$ cat src/core/ipcwp_pkg.sv
package ipcwp_pkg;
   localparam int ADDR_W = 8;
   localparam int DATA_W = 8;
   localparam int SRC_W = 8;
   localparam logic [ADDR_W-1:0] ADDR_PIN_SETUP = 8'h7D;
   localparam logic [ADDR_W-1:0] ADDR_UNLOCK_KEY = 8'h7E;
   localparam logic [DATA_W-1:0] RST_PIN_SETUP = 8'h02;
   localparam logic [DATA_W-1:0] RST_UNLOCK_KEY = 8'h85;
   localparam logic [DATA_W-1:0] KEY_FULL_OPEN = 8'h85;
   localparam logic [DATA_W-1:0] KEY_SINGLE_OPEN = 8'h86;
   localparam logic [DATA_W-1:0] KEY_RELOCK = 8'h00;
   localparam logic [DATA_W-1:0] PIN_SETUP_MASK = 8'h07;
   localparam logic [DATA_W-1:0] DATA_ZERO = 8'h00;
   localparam int BIT_ACTIVE_LEVEL = 0;
   localparam int BIT_HIZ_IDLE = 1;
   localparam int BIT_GPO_SEL = 2;
endpackage

$ cat src/core/ipcwp_irq_pin_cfg_write_protect.sv
`timescale 1ns/1ps
// Function
// - General-output select set: pin driven steadily to the active-level bit.
// - General-output select clear: pin only signals interrupt activity.
// - Hi-Z-when-idle clear drives always; set drives only while active or while general output is selected.
// - Active-level 0 means active low; 1 means active high.
// - Pin setup register resets to 0x02.
// - Key values other than 0x85 and 0x86 block writes elsewhere.
// - Key 0x85 lets every writeable register be written.
// - Key 0x86 allows one write elsewhere, then protection returns.
// - Key register stays writable in every mode; software unlocks first.
// - Key register resets to 0x85, fully unprotected.
module ipcwp_irq_pin_cfg_write_protect (
   input wire logic clk_sys,
   input wire logic rst_n,
   input wire logic [ipcwp_pkg::ADDR_W-1:0] reg_addr,
   input wire logic [ipcwp_pkg::DATA_W-1:0] reg_wdata,
   input wire logic reg_wr,
   input wire logic reg_rd,
   input wire logic [ipcwp_pkg::SRC_W-1:0] src_pending,
   input wire logic [ipcwp_pkg::SRC_W-1:0] src_enable,
   output logic [ipcwp_pkg::DATA_W-1:0] reg_rdata,
   output logic ext_wr,
   output logic [ipcwp_pkg::ADDR_W-1:0] ext_addr,
   output logic [ipcwp_pkg::DATA_W-1:0] ext_wdata,
   output logic irq_pin_o,
   output logic irq_pin_oe
);

   // Any key value that is not one of the two open codes counts as protected.
   function automatic logic ipcwp_key_open(input logic [ipcwp_pkg::DATA_W-1:0] key);
      ipcwp_key_open = (key == ipcwp_pkg::KEY_FULL_OPEN) ||
                       (key == ipcwp_pkg::KEY_SINGLE_OPEN);
   endfunction

   logic [ipcwp_pkg::DATA_W-1:0] pin_setup;
   logic [ipcwp_pkg::DATA_W-1:0] unlock_key;
   logic [ipcwp_pkg::DATA_W-1:0] next_pin_setup;
   logic [ipcwp_pkg::DATA_W-1:0] next_unlock_key;
   logic [ipcwp_pkg::DATA_W-1:0] next_rdata;
   logic next_pin_o;
   logic next_pin_oe;

   wire sel_pin = (reg_addr == ipcwp_pkg::ADDR_PIN_SETUP);
   wire sel_key = (reg_addr == ipcwp_pkg::ADDR_UNLOCK_KEY);
   wire wr_key = reg_wr && sel_key;
   wire wr_other = reg_wr && !sel_key;
   wire write_open = ipcwp_key_open(unlock_key);
   wire wr_accept = wr_other && write_open;
   wire wr_pin = wr_accept && sel_pin;
   wire wr_ext = wr_accept && !sel_pin;
   wire single_used = wr_accept && (unlock_key == ipcwp_pkg::KEY_SINGLE_OPEN);
   wire irq_active = |(src_pending & src_enable);
   wire gpo_sel = pin_setup[ipcwp_pkg::BIT_GPO_SEL];
   wire hiz_idle = pin_setup[ipcwp_pkg::BIT_HIZ_IDLE];
   wire act_level = pin_setup[ipcwp_pkg::BIT_ACTIVE_LEVEL];

   // Key write wins over the single-write relock; both cannot coincide anyway.
   assign next_unlock_key = wr_key ? reg_wdata :
                            single_used ? ipcwp_pkg::KEY_RELOCK : unlock_key;
   assign next_pin_setup = wr_pin ? (reg_wdata & ipcwp_pkg::PIN_SETUP_MASK) : pin_setup;
   // Reads never look at the key, so software can always see the protection state.
   assign next_rdata = !reg_rd ? reg_rdata :
                       sel_pin ? pin_setup :
                       sel_key ? unlock_key : ipcwp_pkg::DATA_ZERO;
   // General output forces the level; otherwise the level follows activity.
   assign next_pin_o = gpo_sel ? act_level :
                       (irq_active ? act_level : !act_level);
   assign next_pin_oe = gpo_sel || !hiz_idle || irq_active;

   always_ff @(posedge clk_sys) begin
      if (!rst_n) begin
         pin_setup <= ipcwp_pkg::RST_PIN_SETUP;
         unlock_key <= ipcwp_pkg::RST_UNLOCK_KEY;
         reg_rdata <= ipcwp_pkg::DATA_ZERO;
         ext_wr <= 1'b0;
         ext_addr <= ipcwp_pkg::DATA_ZERO;
         ext_wdata <= ipcwp_pkg::DATA_ZERO;
         irq_pin_o <= 1'b1;
         irq_pin_oe <= 1'b0;
      end else begin
         pin_setup <= next_pin_setup;
         unlock_key <= next_unlock_key;
         reg_rdata <= next_rdata;
         ext_wr <= wr_ext;
         ext_addr <= reg_addr;
         ext_wdata <= reg_wdata;
         irq_pin_o <= next_pin_o;
         irq_pin_oe <= next_pin_oe;
      end
   end

   AST_GPO_LEVEL: assert property (@(posedge clk_sys) disable iff (!rst_n)
      gpo_sel |=> irq_pin_oe && (irq_pin_o == $past(act_level)))
      else $error("general output pin not at active level");

   AST_IRQ_ACTIVE: assert property (@(posedge clk_sys) disable iff (!rst_n)
      (!gpo_sel && irq_active) |=> irq_pin_oe && (irq_pin_o == $past(act_level)))
      else $error("active interrupt not shown on pin");

   AST_HIZ_IDLE: assert property (@(posedge clk_sys) disable iff (!rst_n)
      (!gpo_sel && hiz_idle && !irq_active) |=> !irq_pin_oe)
      else $error("idle pin driven while hi-z idle set");

   AST_ALWAYS_DRIVE: assert property (@(posedge clk_sys) disable iff (!rst_n)
      !hiz_idle |=> irq_pin_oe)
      else $error("pin released while always-drive selected");

   AST_IDLE_LEVEL: assert property (@(posedge clk_sys) disable iff (!rst_n)
      (!gpo_sel && !irq_active) |=> (irq_pin_o != $past(act_level)))
      else $error("idle pin shows active level");

   AST_RESET_VALUES: assert property (@(posedge clk_sys)
      !rst_n ##1 !rst_n |-> (pin_setup == ipcwp_pkg::RST_PIN_SETUP) &&
      (unlock_key == ipcwp_pkg::RST_UNLOCK_KEY))
      else $error("register reset values wrong");

   AST_LOCKED_DROP: assert property (@(posedge clk_sys) disable iff (!rst_n)
      (wr_other && !ipcwp_key_open(unlock_key)) |=> !ext_wr && $stable(pin_setup))
      else $error("write passed while protected");

   AST_OPEN_PASS: assert property (@(posedge clk_sys) disable iff (!rst_n)
      (wr_other && !sel_pin && unlock_key == ipcwp_pkg::KEY_FULL_OPEN) |=>
      ext_wr && (ext_wdata == $past(reg_wdata)) && (unlock_key == ipcwp_pkg::KEY_FULL_OPEN))
      else $error("open write not passed");

   AST_SINGLE_RELOCK: assert property (@(posedge clk_sys) disable iff (!rst_n)
      (wr_other && unlock_key == ipcwp_pkg::KEY_SINGLE_OPEN) ##1 wr_other && !sel_pin |=>
      !ext_wr)
      else $error("second write accepted in single mode");

   AST_KEY_WRITABLE: assert property (@(posedge clk_sys) disable iff (!rst_n)
      wr_key |=> (unlock_key == $past(reg_wdata)))
      else $error("key write not taken");

   AST_READ_KEY: assert property (@(posedge clk_sys) disable iff (!rst_n)
      (reg_rd && sel_key) |=> (reg_rdata == $past(unlock_key)))
      else $error("key read wrong");

   AST_SOURCE_GATE: assert property (@(posedge clk_sys) disable iff (!rst_n)
      (!gpo_sel && !hiz_idle && ((src_pending & src_enable) == 8'h00)) |=>
      (irq_pin_o != $past(act_level)))
      else $error("masked source raised interrupt");

   AST_GPO_IGNORES_SRC: assert property (@(posedge clk_sys) disable iff (!rst_n)
      (gpo_sel && !irq_active) |=> (irq_pin_o == $past(act_level)))
      else $error("general output follows interrupt activity");

   AST_GPO_OVER_HIZ: assert property (@(posedge clk_sys) disable iff (!rst_n)
      (gpo_sel && hiz_idle && !irq_active) |=> irq_pin_oe)
      else $error("general output released by hi-z idle");

   AST_GPO_HIGH: assert property (@(posedge clk_sys) disable iff (!rst_n)
      (gpo_sel && act_level) |=> irq_pin_o)
      else $error("general output not high");

   AST_GPO_LOW: assert property (@(posedge clk_sys) disable iff (!rst_n)
      (gpo_sel && !act_level) |=> !irq_pin_o)
      else $error("general output not low");

   AST_IRQ_HIGH: assert property (@(posedge clk_sys) disable iff (!rst_n)
      (!gpo_sel && irq_active && act_level) |=> irq_pin_o)
      else $error("active high interrupt not high");

   AST_IRQ_LOW: assert property (@(posedge clk_sys) disable iff (!rst_n)
      (!gpo_sel && irq_active && !act_level) |=> !irq_pin_o)
      else $error("active low interrupt not low");

   AST_IRQ_FOLLOWS: assert property (@(posedge clk_sys) disable iff (!rst_n)
      !gpo_sel |=> (irq_pin_o == ($past(irq_active) ~^ $past(act_level))))
      else $error("interrupt pin level does not follow activity");

   AST_HIZ_ACTIVE_DRIVE: assert property (@(posedge clk_sys) disable iff (!rst_n)
      (hiz_idle && irq_active) |=> irq_pin_oe)
      else $error("active interrupt not driven");

   AST_OE_SOURCES: assert property (@(posedge clk_sys) disable iff (!rst_n)
      1'b1 |=> (irq_pin_oe == ($past(gpo_sel) || !$past(hiz_idle) || $past(irq_active))))
      else $error("pin enable wrong");

   AST_ACTIVE_LOW_IDLE: assert property (@(posedge clk_sys) disable iff (!rst_n)
      (!gpo_sel && !act_level && !irq_active) |=> irq_pin_o)
      else $error("idle active low pin not high");

   AST_ACTIVE_HIGH_IDLE: assert property (@(posedge clk_sys) disable iff (!rst_n)
      (!gpo_sel && act_level && !irq_active) |=> !irq_pin_o)
      else $error("idle active high pin not low");

   AST_PIN_RST: assert property (@(posedge clk_sys)
      !rst_n ##1 !rst_n |-> irq_pin_o && !irq_pin_oe)
      else $error("pin outputs wrong in reset");

   AST_BUS_RST: assert property (@(posedge clk_sys)
      !rst_n ##1 !rst_n |-> !ext_wr && (reg_rdata == ipcwp_pkg::DATA_ZERO))
      else $error("bus outputs wrong in reset");

   AST_UPPER_BITS_ZERO: assert property (@(posedge clk_sys) disable iff (!rst_n)
      (pin_setup & ~ipcwp_pkg::PIN_SETUP_MASK) == ipcwp_pkg::DATA_ZERO)
      else $error("unused pin setup bits set");

   AST_LOCKED_PIN_HOLD: assert property (@(posedge clk_sys) disable iff (!rst_n)
      (reg_wr && sel_pin && !ipcwp_key_open(unlock_key)) |=> $stable(pin_setup))
      else $error("pin setup written while protected");

   AST_LOCKED_EXT: assert property (@(posedge clk_sys) disable iff (!rst_n)
      (reg_wr && !sel_key && !sel_pin && !ipcwp_key_open(unlock_key)) |=> !ext_wr)
      else $error("forwarded write while protected");

   AST_LOCKED_KEY_KEEP: assert property (@(posedge clk_sys) disable iff (!rst_n)
      (!wr_key && !ipcwp_key_open(unlock_key)) |=> $stable(unlock_key))
      else $error("protected key changed without key write");

   AST_OPEN_PIN_WRITE: assert property (@(posedge clk_sys) disable iff (!rst_n)
      (reg_wr && sel_pin && (unlock_key == ipcwp_pkg::KEY_FULL_OPEN)) |=>
      (pin_setup == ($past(reg_wdata) & ipcwp_pkg::PIN_SETUP_MASK)))
      else $error("open pin setup write lost");

   AST_OPEN_ADDR: assert property (@(posedge clk_sys) disable iff (!rst_n)
      (wr_other && !sel_pin && (unlock_key == ipcwp_pkg::KEY_FULL_OPEN)) |=>
      (ext_addr == $past(reg_addr)))
      else $error("forwarded address wrong");

   AST_OPEN_STAYS: assert property (@(posedge clk_sys) disable iff (!rst_n)
      (!wr_key && (unlock_key == ipcwp_pkg::KEY_FULL_OPEN)) |=>
      (unlock_key == ipcwp_pkg::KEY_FULL_OPEN))
      else $error("full open key changed by itself");

   AST_EXT_ONLY_ON_WRITE: assert property (@(posedge clk_sys) disable iff (!rst_n)
      !reg_wr |=> !ext_wr)
      else $error("forward strobe without write");

   AST_EXT_DATA: assert property (@(posedge clk_sys) disable iff (!rst_n)
      reg_wr |=> (ext_wdata == $past(reg_wdata)))
      else $error("forwarded data wrong");

   AST_SINGLE_FIRST: assert property (@(posedge clk_sys) disable iff (!rst_n)
      (wr_other && (unlock_key == ipcwp_pkg::KEY_SINGLE_OPEN)) |=>
      (unlock_key == ipcwp_pkg::KEY_RELOCK))
      else $error("single write did not relock");

   AST_SINGLE_EXT: assert property (@(posedge clk_sys) disable iff (!rst_n)
      (wr_other && !sel_pin && (unlock_key == ipcwp_pkg::KEY_SINGLE_OPEN)) |=> ext_wr)
      else $error("single write not forwarded");

   AST_SINGLE_PIN: assert property (@(posedge clk_sys) disable iff (!rst_n)
      (reg_wr && sel_pin && (unlock_key == ipcwp_pkg::KEY_SINGLE_OPEN)) |=>
      (pin_setup == ($past(reg_wdata) & ipcwp_pkg::PIN_SETUP_MASK)))
      else $error("single pin setup write lost");

   AST_SINGLE_WAIT: assert property (@(posedge clk_sys) disable iff (!rst_n)
      (!reg_wr && (unlock_key == ipcwp_pkg::KEY_SINGLE_OPEN)) |=>
      (unlock_key == ipcwp_pkg::KEY_SINGLE_OPEN))
      else $error("single open key lost without write");

   AST_RELOCK_BLOCKS: assert property (@(posedge clk_sys) disable iff (!rst_n)
      (wr_other && (unlock_key == ipcwp_pkg::KEY_RELOCK)) |=> !ext_wr)
      else $error("write passed after relock");

   AST_KEY_FROM_LOCKED: assert property (@(posedge clk_sys) disable iff (!rst_n)
      (wr_key && !ipcwp_key_open(unlock_key)) |=> (unlock_key == $past(reg_wdata)))
      else $error("key write refused while protected");

   AST_KEY_FROM_SINGLE: assert property (@(posedge clk_sys) disable iff (!rst_n)
      (wr_key && (unlock_key == ipcwp_pkg::KEY_SINGLE_OPEN)) |=>
      (unlock_key == $past(reg_wdata)))
      else $error("key write refused in single mode");

   AST_KEY_NO_EXT: assert property (@(posedge clk_sys) disable iff (!rst_n)
      wr_key |=> !ext_wr)
      else $error("key write forwarded");

   AST_KEY_NO_PIN: assert property (@(posedge clk_sys) disable iff (!rst_n)
      wr_key |=> $stable(pin_setup))
      else $error("key write changed pin setup");

   AST_READ_PIN: assert property (@(posedge clk_sys) disable iff (!rst_n)
      (reg_rd && sel_pin) |=> (reg_rdata == $past(pin_setup)))
      else $error("pin setup read wrong");

   AST_READ_UNMAPPED: assert property (@(posedge clk_sys) disable iff (!rst_n)
      (reg_rd && !sel_pin && !sel_key) |=> (reg_rdata == ipcwp_pkg::DATA_ZERO))
      else $error("unmapped read not zero");

   AST_READ_HOLD: assert property (@(posedge clk_sys) disable iff (!rst_n)
      !reg_rd |=> $stable(reg_rdata))
      else $error("read data changed without read");

   AST_READ_LOCKED: assert property (@(posedge clk_sys) disable iff (!rst_n)
      (reg_rd && sel_pin && !ipcwp_key_open(unlock_key)) |=>
      (reg_rdata == $past(pin_setup)))
      else $error("read blocked by protection");

   AST_PENDING_MASKED: assert property (@(posedge clk_sys) disable iff (!rst_n)
      (!gpo_sel && (src_enable == '0)) |=> (irq_pin_o != $past(act_level)))
      else $error("disabled sources raised interrupt");

   AST_PENDING_ENABLED: assert property (@(posedge clk_sys) disable iff (!rst_n)
      (!gpo_sel && |(src_pending & src_enable)) |=> (irq_pin_o == $past(act_level)))
      else $error("enabled pending source not shown");

   AST_PENDING_DRIVES: assert property (@(posedge clk_sys) disable iff (!rst_n)
      (|(src_pending & src_enable)) |=> irq_pin_oe)
      else $error("pending source left pin undriven");

endmodule // ipcwp_irq_pin_cfg_write_protect

$ cat config.mk
export PLATFORM = sky130hd
export DESIGN_NAME = ipcwp_irq_pin_cfg_write_protect
export DESIGN_NICKNAME = d
export VERILOG_FILES = /design/src/core/ipcwp_pkg.sv /design/src/core/ipcwp_irq_pin_cfg_write_protect.sv
export SDC_FILE = /design/constraint.sdc
export NUM_CORES = 1
export LEC_CHECK = 0
export ABC_AREA = 1
export BUFFER_PORTS_ARGS = -buffer_cell sky130_fd_sc_hd__buf_2
export CELL_PAD_IN_SITES_DETAIL_PLACEMENT = 0
export CELL_PAD_IN_SITES_GLOBAL_PLACEMENT = 1
export CORE_ASPECT_RATIO = 2
export CORE_MARGIN = 8
export CORE_UTILIZATION = 29
export DETAILED_ROUTE_END_ITERATION = 7
export GPL_TIMING_DRIVEN = 0
export PLACE_DENSITY_LB_ADDON = 0.1
export SLEW_MARGIN = 15
export SYNTH_ARGS = -nofsm -noshare
export SYNTH_HDL_FRONTEND = slang
export SYNTH_SLANG_ARGS = --single-unit
$ cat constraint.sdc
create_clock -name clk_sys -period 1.06 [get_ports clk_sys]
set_input_delay 0.159 -clock clk_sys [delete_from_list [all_inputs] [get_ports clk_sys]]
set_output_delay 0.159 -clock clk_sys [all_outputs]
set_load 0.05 [all_outputs]
==> results.txt <==
----------------------------------------------------
[Outcome]
  Run status ... finished, violations left
  Violations in the final reports ... setup timing

[STA]
  Final worst-path setup slack ... -0.0763 ns
  Share of the clock period used by the worst path after layout ... 107%
  Setup repair after global routing missed its margin ... true
  Worst clock skew ... 0.00443 ns
  Tmin final ... 1.14 ns
  Measured slew at the worst slew-check pin ... 0.419 ns
  Number of endpoints with negative hold slack in the final report ... 0
  Setup TNS ... -0.254 ns
  Finish-stage setup viols ... 4
  Achievable clock frequency ... 880 MHz
  Hold WS ... between 0.06 and 0.07 ns
  Pins over their slew limit ... 0
  Worst relative slew slack ... approximately 72%

[Clock network]
  Reg clk slew, reported paths ... 0.07 ns
  Library cell used as clock root buffer ... sky130_fd_sc_hd__clkbuf_8
  Sinks on Clock Net ... 38
  TritonCTS clock tree ... yes
  Number of H-tree levels ... 2
  Clock latency at the later pin of the worst-skew pair ... 0.28 ns
  Hold-fix buffers, CTS ... 0
  Buffer levels on the longest clock path ... 2
  TritonCTS buffer count ... 5

[Setup path]
  Worst reg2reg path startpoint ... unlock_key[4]
  Highest fanout seen on the critical path ... 5
  Delay of the slowest cell on the worst path ... 0.34 ns
  Critical path startpoint ... unlock_key[4]
  Slowest cell on the critical path ... sky130_fd_sc_hd__dfxtp_2
  Startpoint kind of the worst setup timing path ... flip-flop
  CP Data Arrival Time ... about 1.4 ns
  Worst Path Required ... 1.29 ns
  Category of the worst setup path capture point ... flip-flop
  Series of cell instances along the critical path ... inv_2 > nand2_2 > nor2_4 > nand2_2 > nor2_4 > nand3_4 > nand2_1 > nand2_1 > nor2_1
  Crit path kind ... flip-flop to flip-flop

[Final layout]
  Area added between synthesis and finish ... 37.1%
  Post-layout nets ... 312
  Layout cell share with drive strength beyond 1 ... between 30% and 40%
  Number of antenna diodes ... 0
  Post-route cell area ... 0.00207 mm²

[Yosys]
  Number of warning messages in the yosys log ... 0
  Mean instance size in the synthesized netlist ... 7.34 µm²
  Cell taking the most area after synthesis ... sky130_fd_sc_hd__dfxtp_1
  Fraction of synthesized area in multiplexers ... 0%
  Xor-xnor portion of the synthesized cell area ... 0.579%
  Synth unique cells ... 23
  Compound-Gate Fraction of Synth Area ... 4.97%
  Nets in the synthesized netlist ... 242
  Post-synthesis sequential area ratio ... 50.3%
  Fraction of the mapped netlist area in adder cells ... 0%
  Area of the mapped netlist ... 0.00151 mm²
  Simple-gate portion of the synthesized area ... 33.4%
  Area share of the leading cell type in the synthesized netlist ... between 50% and 60%
  Most area-consuming cells after synthesis ... sky130_fd_sc_hd__dfxtp_1 50%, sky130_fd_sc_hd__nand2_1 18%, sky130_fd_sc_hd__inv_1 7.9%, sky130_fd_sc_hd__nor2_1 4.0%, sky130_fd_sc_hd__nand3_1 3.3%
  Number of storage elements in the synthesis netlist ... 38
  Cells after Synth ... 206
  Combinational family with the most area after synthesis ... simple AND/OR/NAND/NOR gates

[Power and ir drop]
  Pwr/cell area ... 1420 mW/mm²
  Part of the total power dissipated in the clock network ... 34.8%
  Internal power ... ~2.1 mW
  Switching Share ... 27.7%
  Part of the power in registers ... 50.3%
  Power share of the combinational group ... 14.9%
  Reported leakage power ... 1.17 nW
  P_sw ... 818 µW
  VDD IR-drop max ... 976 µV

[Drt]
  WL per Instance ... 12.3 µm
  Final Routed Wirelength ... 4.13 mm
  Via-to-Cell Ratio ... 4.36
  DRT Pass-1 Iters ... 3
  Initial DRC Count ... 29
  Vias post-DR ... 1462
  Number of nets still failing antenna checks after routing ... 0
  DRC viols ... 0

[Floorplanning]
  Die footprint ... 0.00792 mm²
  Row Count ... 37
  Floorplan Core Area ... 0.00509 mm²
  Starting Density ... 29.7%
  Die span in y ... 118 µm
  Width of the die ... ~67 µm
  Top-level port count ... 63

[GRT]
  Number of antenna violations at the first check in global routing ... 0
  Most used routing layer ... met2
  Maximum number of pins on one net before global-route repair ... 12
  Total global routing overflow ... 0
  Number of global-route vias before repair ... 1551
  Global-route usage over all layers ... 11.2%
  Global routing met1 resource utilization ... 10.8%
  Met2 usage in global routing ... 19.0%
  Wire length of the first global-routing pass ... 6.98 mm
  Met3 track demand over resource in global routing ... 4.86%

[Run]
  Max Cap Violations ... 0

[Placed design]
  Placed wire-length estimate after detailed placement ... 3.32 mm
  Cell Area, Placed ... 0.00188 mm²
  Port Buf Inserts ... 60
  Routability congestion estimate ... 0.711

[Hold path]
  Hold/Removal Path Class ... input port to flip-flop
  Worst Min Path Start ... reg_addr[0]

----------------------------------------------------
routing by layer:
| layer | vias up | part of all wire (%) | wire length [µm] |
|---|---|---|---|
| li1 | 763 | - | - |
| met1 | 643 | 38 | 1550 |
| met2 | 52 | 50 | 2080 |
| met3 | 4 | 10 | 415 |
| met4 | 0 | 2.0 | 83 |
| met5 | - | 0 | 0 |
worst max-delay path, delay by kind of cell, from the launching register on:
| kind | cells | cell delay (ns) |
|---|---|---|
| DFF | 1 | 0.34 |
| and+or+nand+nor | 8 | 0.68 |
| buffers and inverters | 1 | 0.05 |
cell usage after synthesis:
cell type	number
sky130_fd_sc_hd__nand2_1	71
sky130_fd_sc_hd__dfxtp_1	38
sky130_fd_sc_hd__inv_1	32
sky130_fd_sc_hd__nor2_1	16
sky130_fd_sc_hd__nand3_1	10
sky130_fd_sc_hd__a21oi_1	9
sky130_fd_sc_hd__nor2_2	6
sky130_fd_sc_hd__nand4_1	3
sky130_fd_sc_hd__o21ai_0	3
sky130_fd_sc_hd__buf_2	2
sky130_fd_sc_hd__inv_2	2
sky130_fd_sc_hd__nor3_1	2
sky130_fd_sc_hd__o211ai_1	2
sky130_fd_sc_hd__buf_4	1
sky130_fd_sc_hd__clkbuf_1	1
sky130_fd_sc_hd__clkbuf_8	1
sky130_fd_sc_hd__nand2_2	1
sky130_fd_sc_hd__nand2_4	1
sky130_fd_sc_hd__nand3_2	1
sky130_fd_sc_hd__nor2_4	1
sky130_fd_sc_hd__nor3_4	1
sky130_fd_sc_hd__nor4_1	1
sky130_fd_sc_hd__xnor2_1	1
final timing paths:
kind                   to  cells after the start  slack, ns
max          pin_setup[2]                      9      -0.08
min           ext_addr[0]                      3       0.06
max reg2reg  pin_setup[2]                      9      -0.08
min reg2reg     irq_pin_o                      2       0.46
layout by cell type, fill, tap and decap left out, drive strengths merged:
cell type | netlist | final
o21ai | 3 | 3
nor2 | 23 | 23
clkinv | 0 | 1
buf | 3 | 57
nand4 | 3 | 3
nor4 | 1 | 1
clkbuf | 2 | 18
nor3 | 3 | 3
nand2 | 73 | 73
inv | 34 | 34
nand3 | 11 | 11
dfxtp | 38 | 38
o211ai | 2 | 2
a21oi | 9 | 9
xnor2 | 1 | 1
through the flow:
stage,setup WS (ns),util [%],instances,power (mW)
finish,-0.0763,40.7,335,2.95
detailed placement,-0.151,37.0,324,1.95
global placement,-0.150,37.0,324,1.95
CTS,-0.114,39.7,334,3.01
floorplan,0.0390,-,206,1.80
global route,-0.202,40.7,335,3.12
logic make-up (layout without fill, tap and decap cells):
group           Yosys count  count (layout)
compound gates           14              14
flops                    38              38
simple gates            114             114
xor+xnor                  1               1
buf+inv                  39             110
final cells by class:
class,count,area [µm²]
inverters,34,128
flip-flops and latches,38,769
well taps,58,72.6
clock buffers,7,86.3
multi-input cells,129,626
repair buffers,63,350
plain buffers,5,35.0
clock inverters,1,5.00
fillers,604,3020
registers in the layout, summed over array words and instances, names as in the netlist:
signal	count
pin_setup	3
reg_rdata	8
ext_wr	1
ext_addr	8
irq_pin_oe	1
unlock_key	8
ext_wdata	8
irq_pin_o	1
timing repair:
action,4_1_cts,5_1_grt
setup buffers,2,1
resized for setup,11,21
setup endpoints to repair,13,24
pin swaps,3,9
endpoints found under the hold margin,0,0
power groups by stage:
stage / combinational, mW / clock (mW) / sequential, mW
3_3_place_gp: 0.431 / 0 / 1.52
5_1_grt: 0.481 / 1.14 / 1.49
2_1_floorplan: 0.115 / 0 / 1.68
4_1_cts: 0.437 / 1.08 / 1.48
6_report: 0.438 / 1.03 / 1.48
3_5_place_dp: 0.430 / 0 / 1.52
No activity file was read; power rests on OpenSTA's default activity.
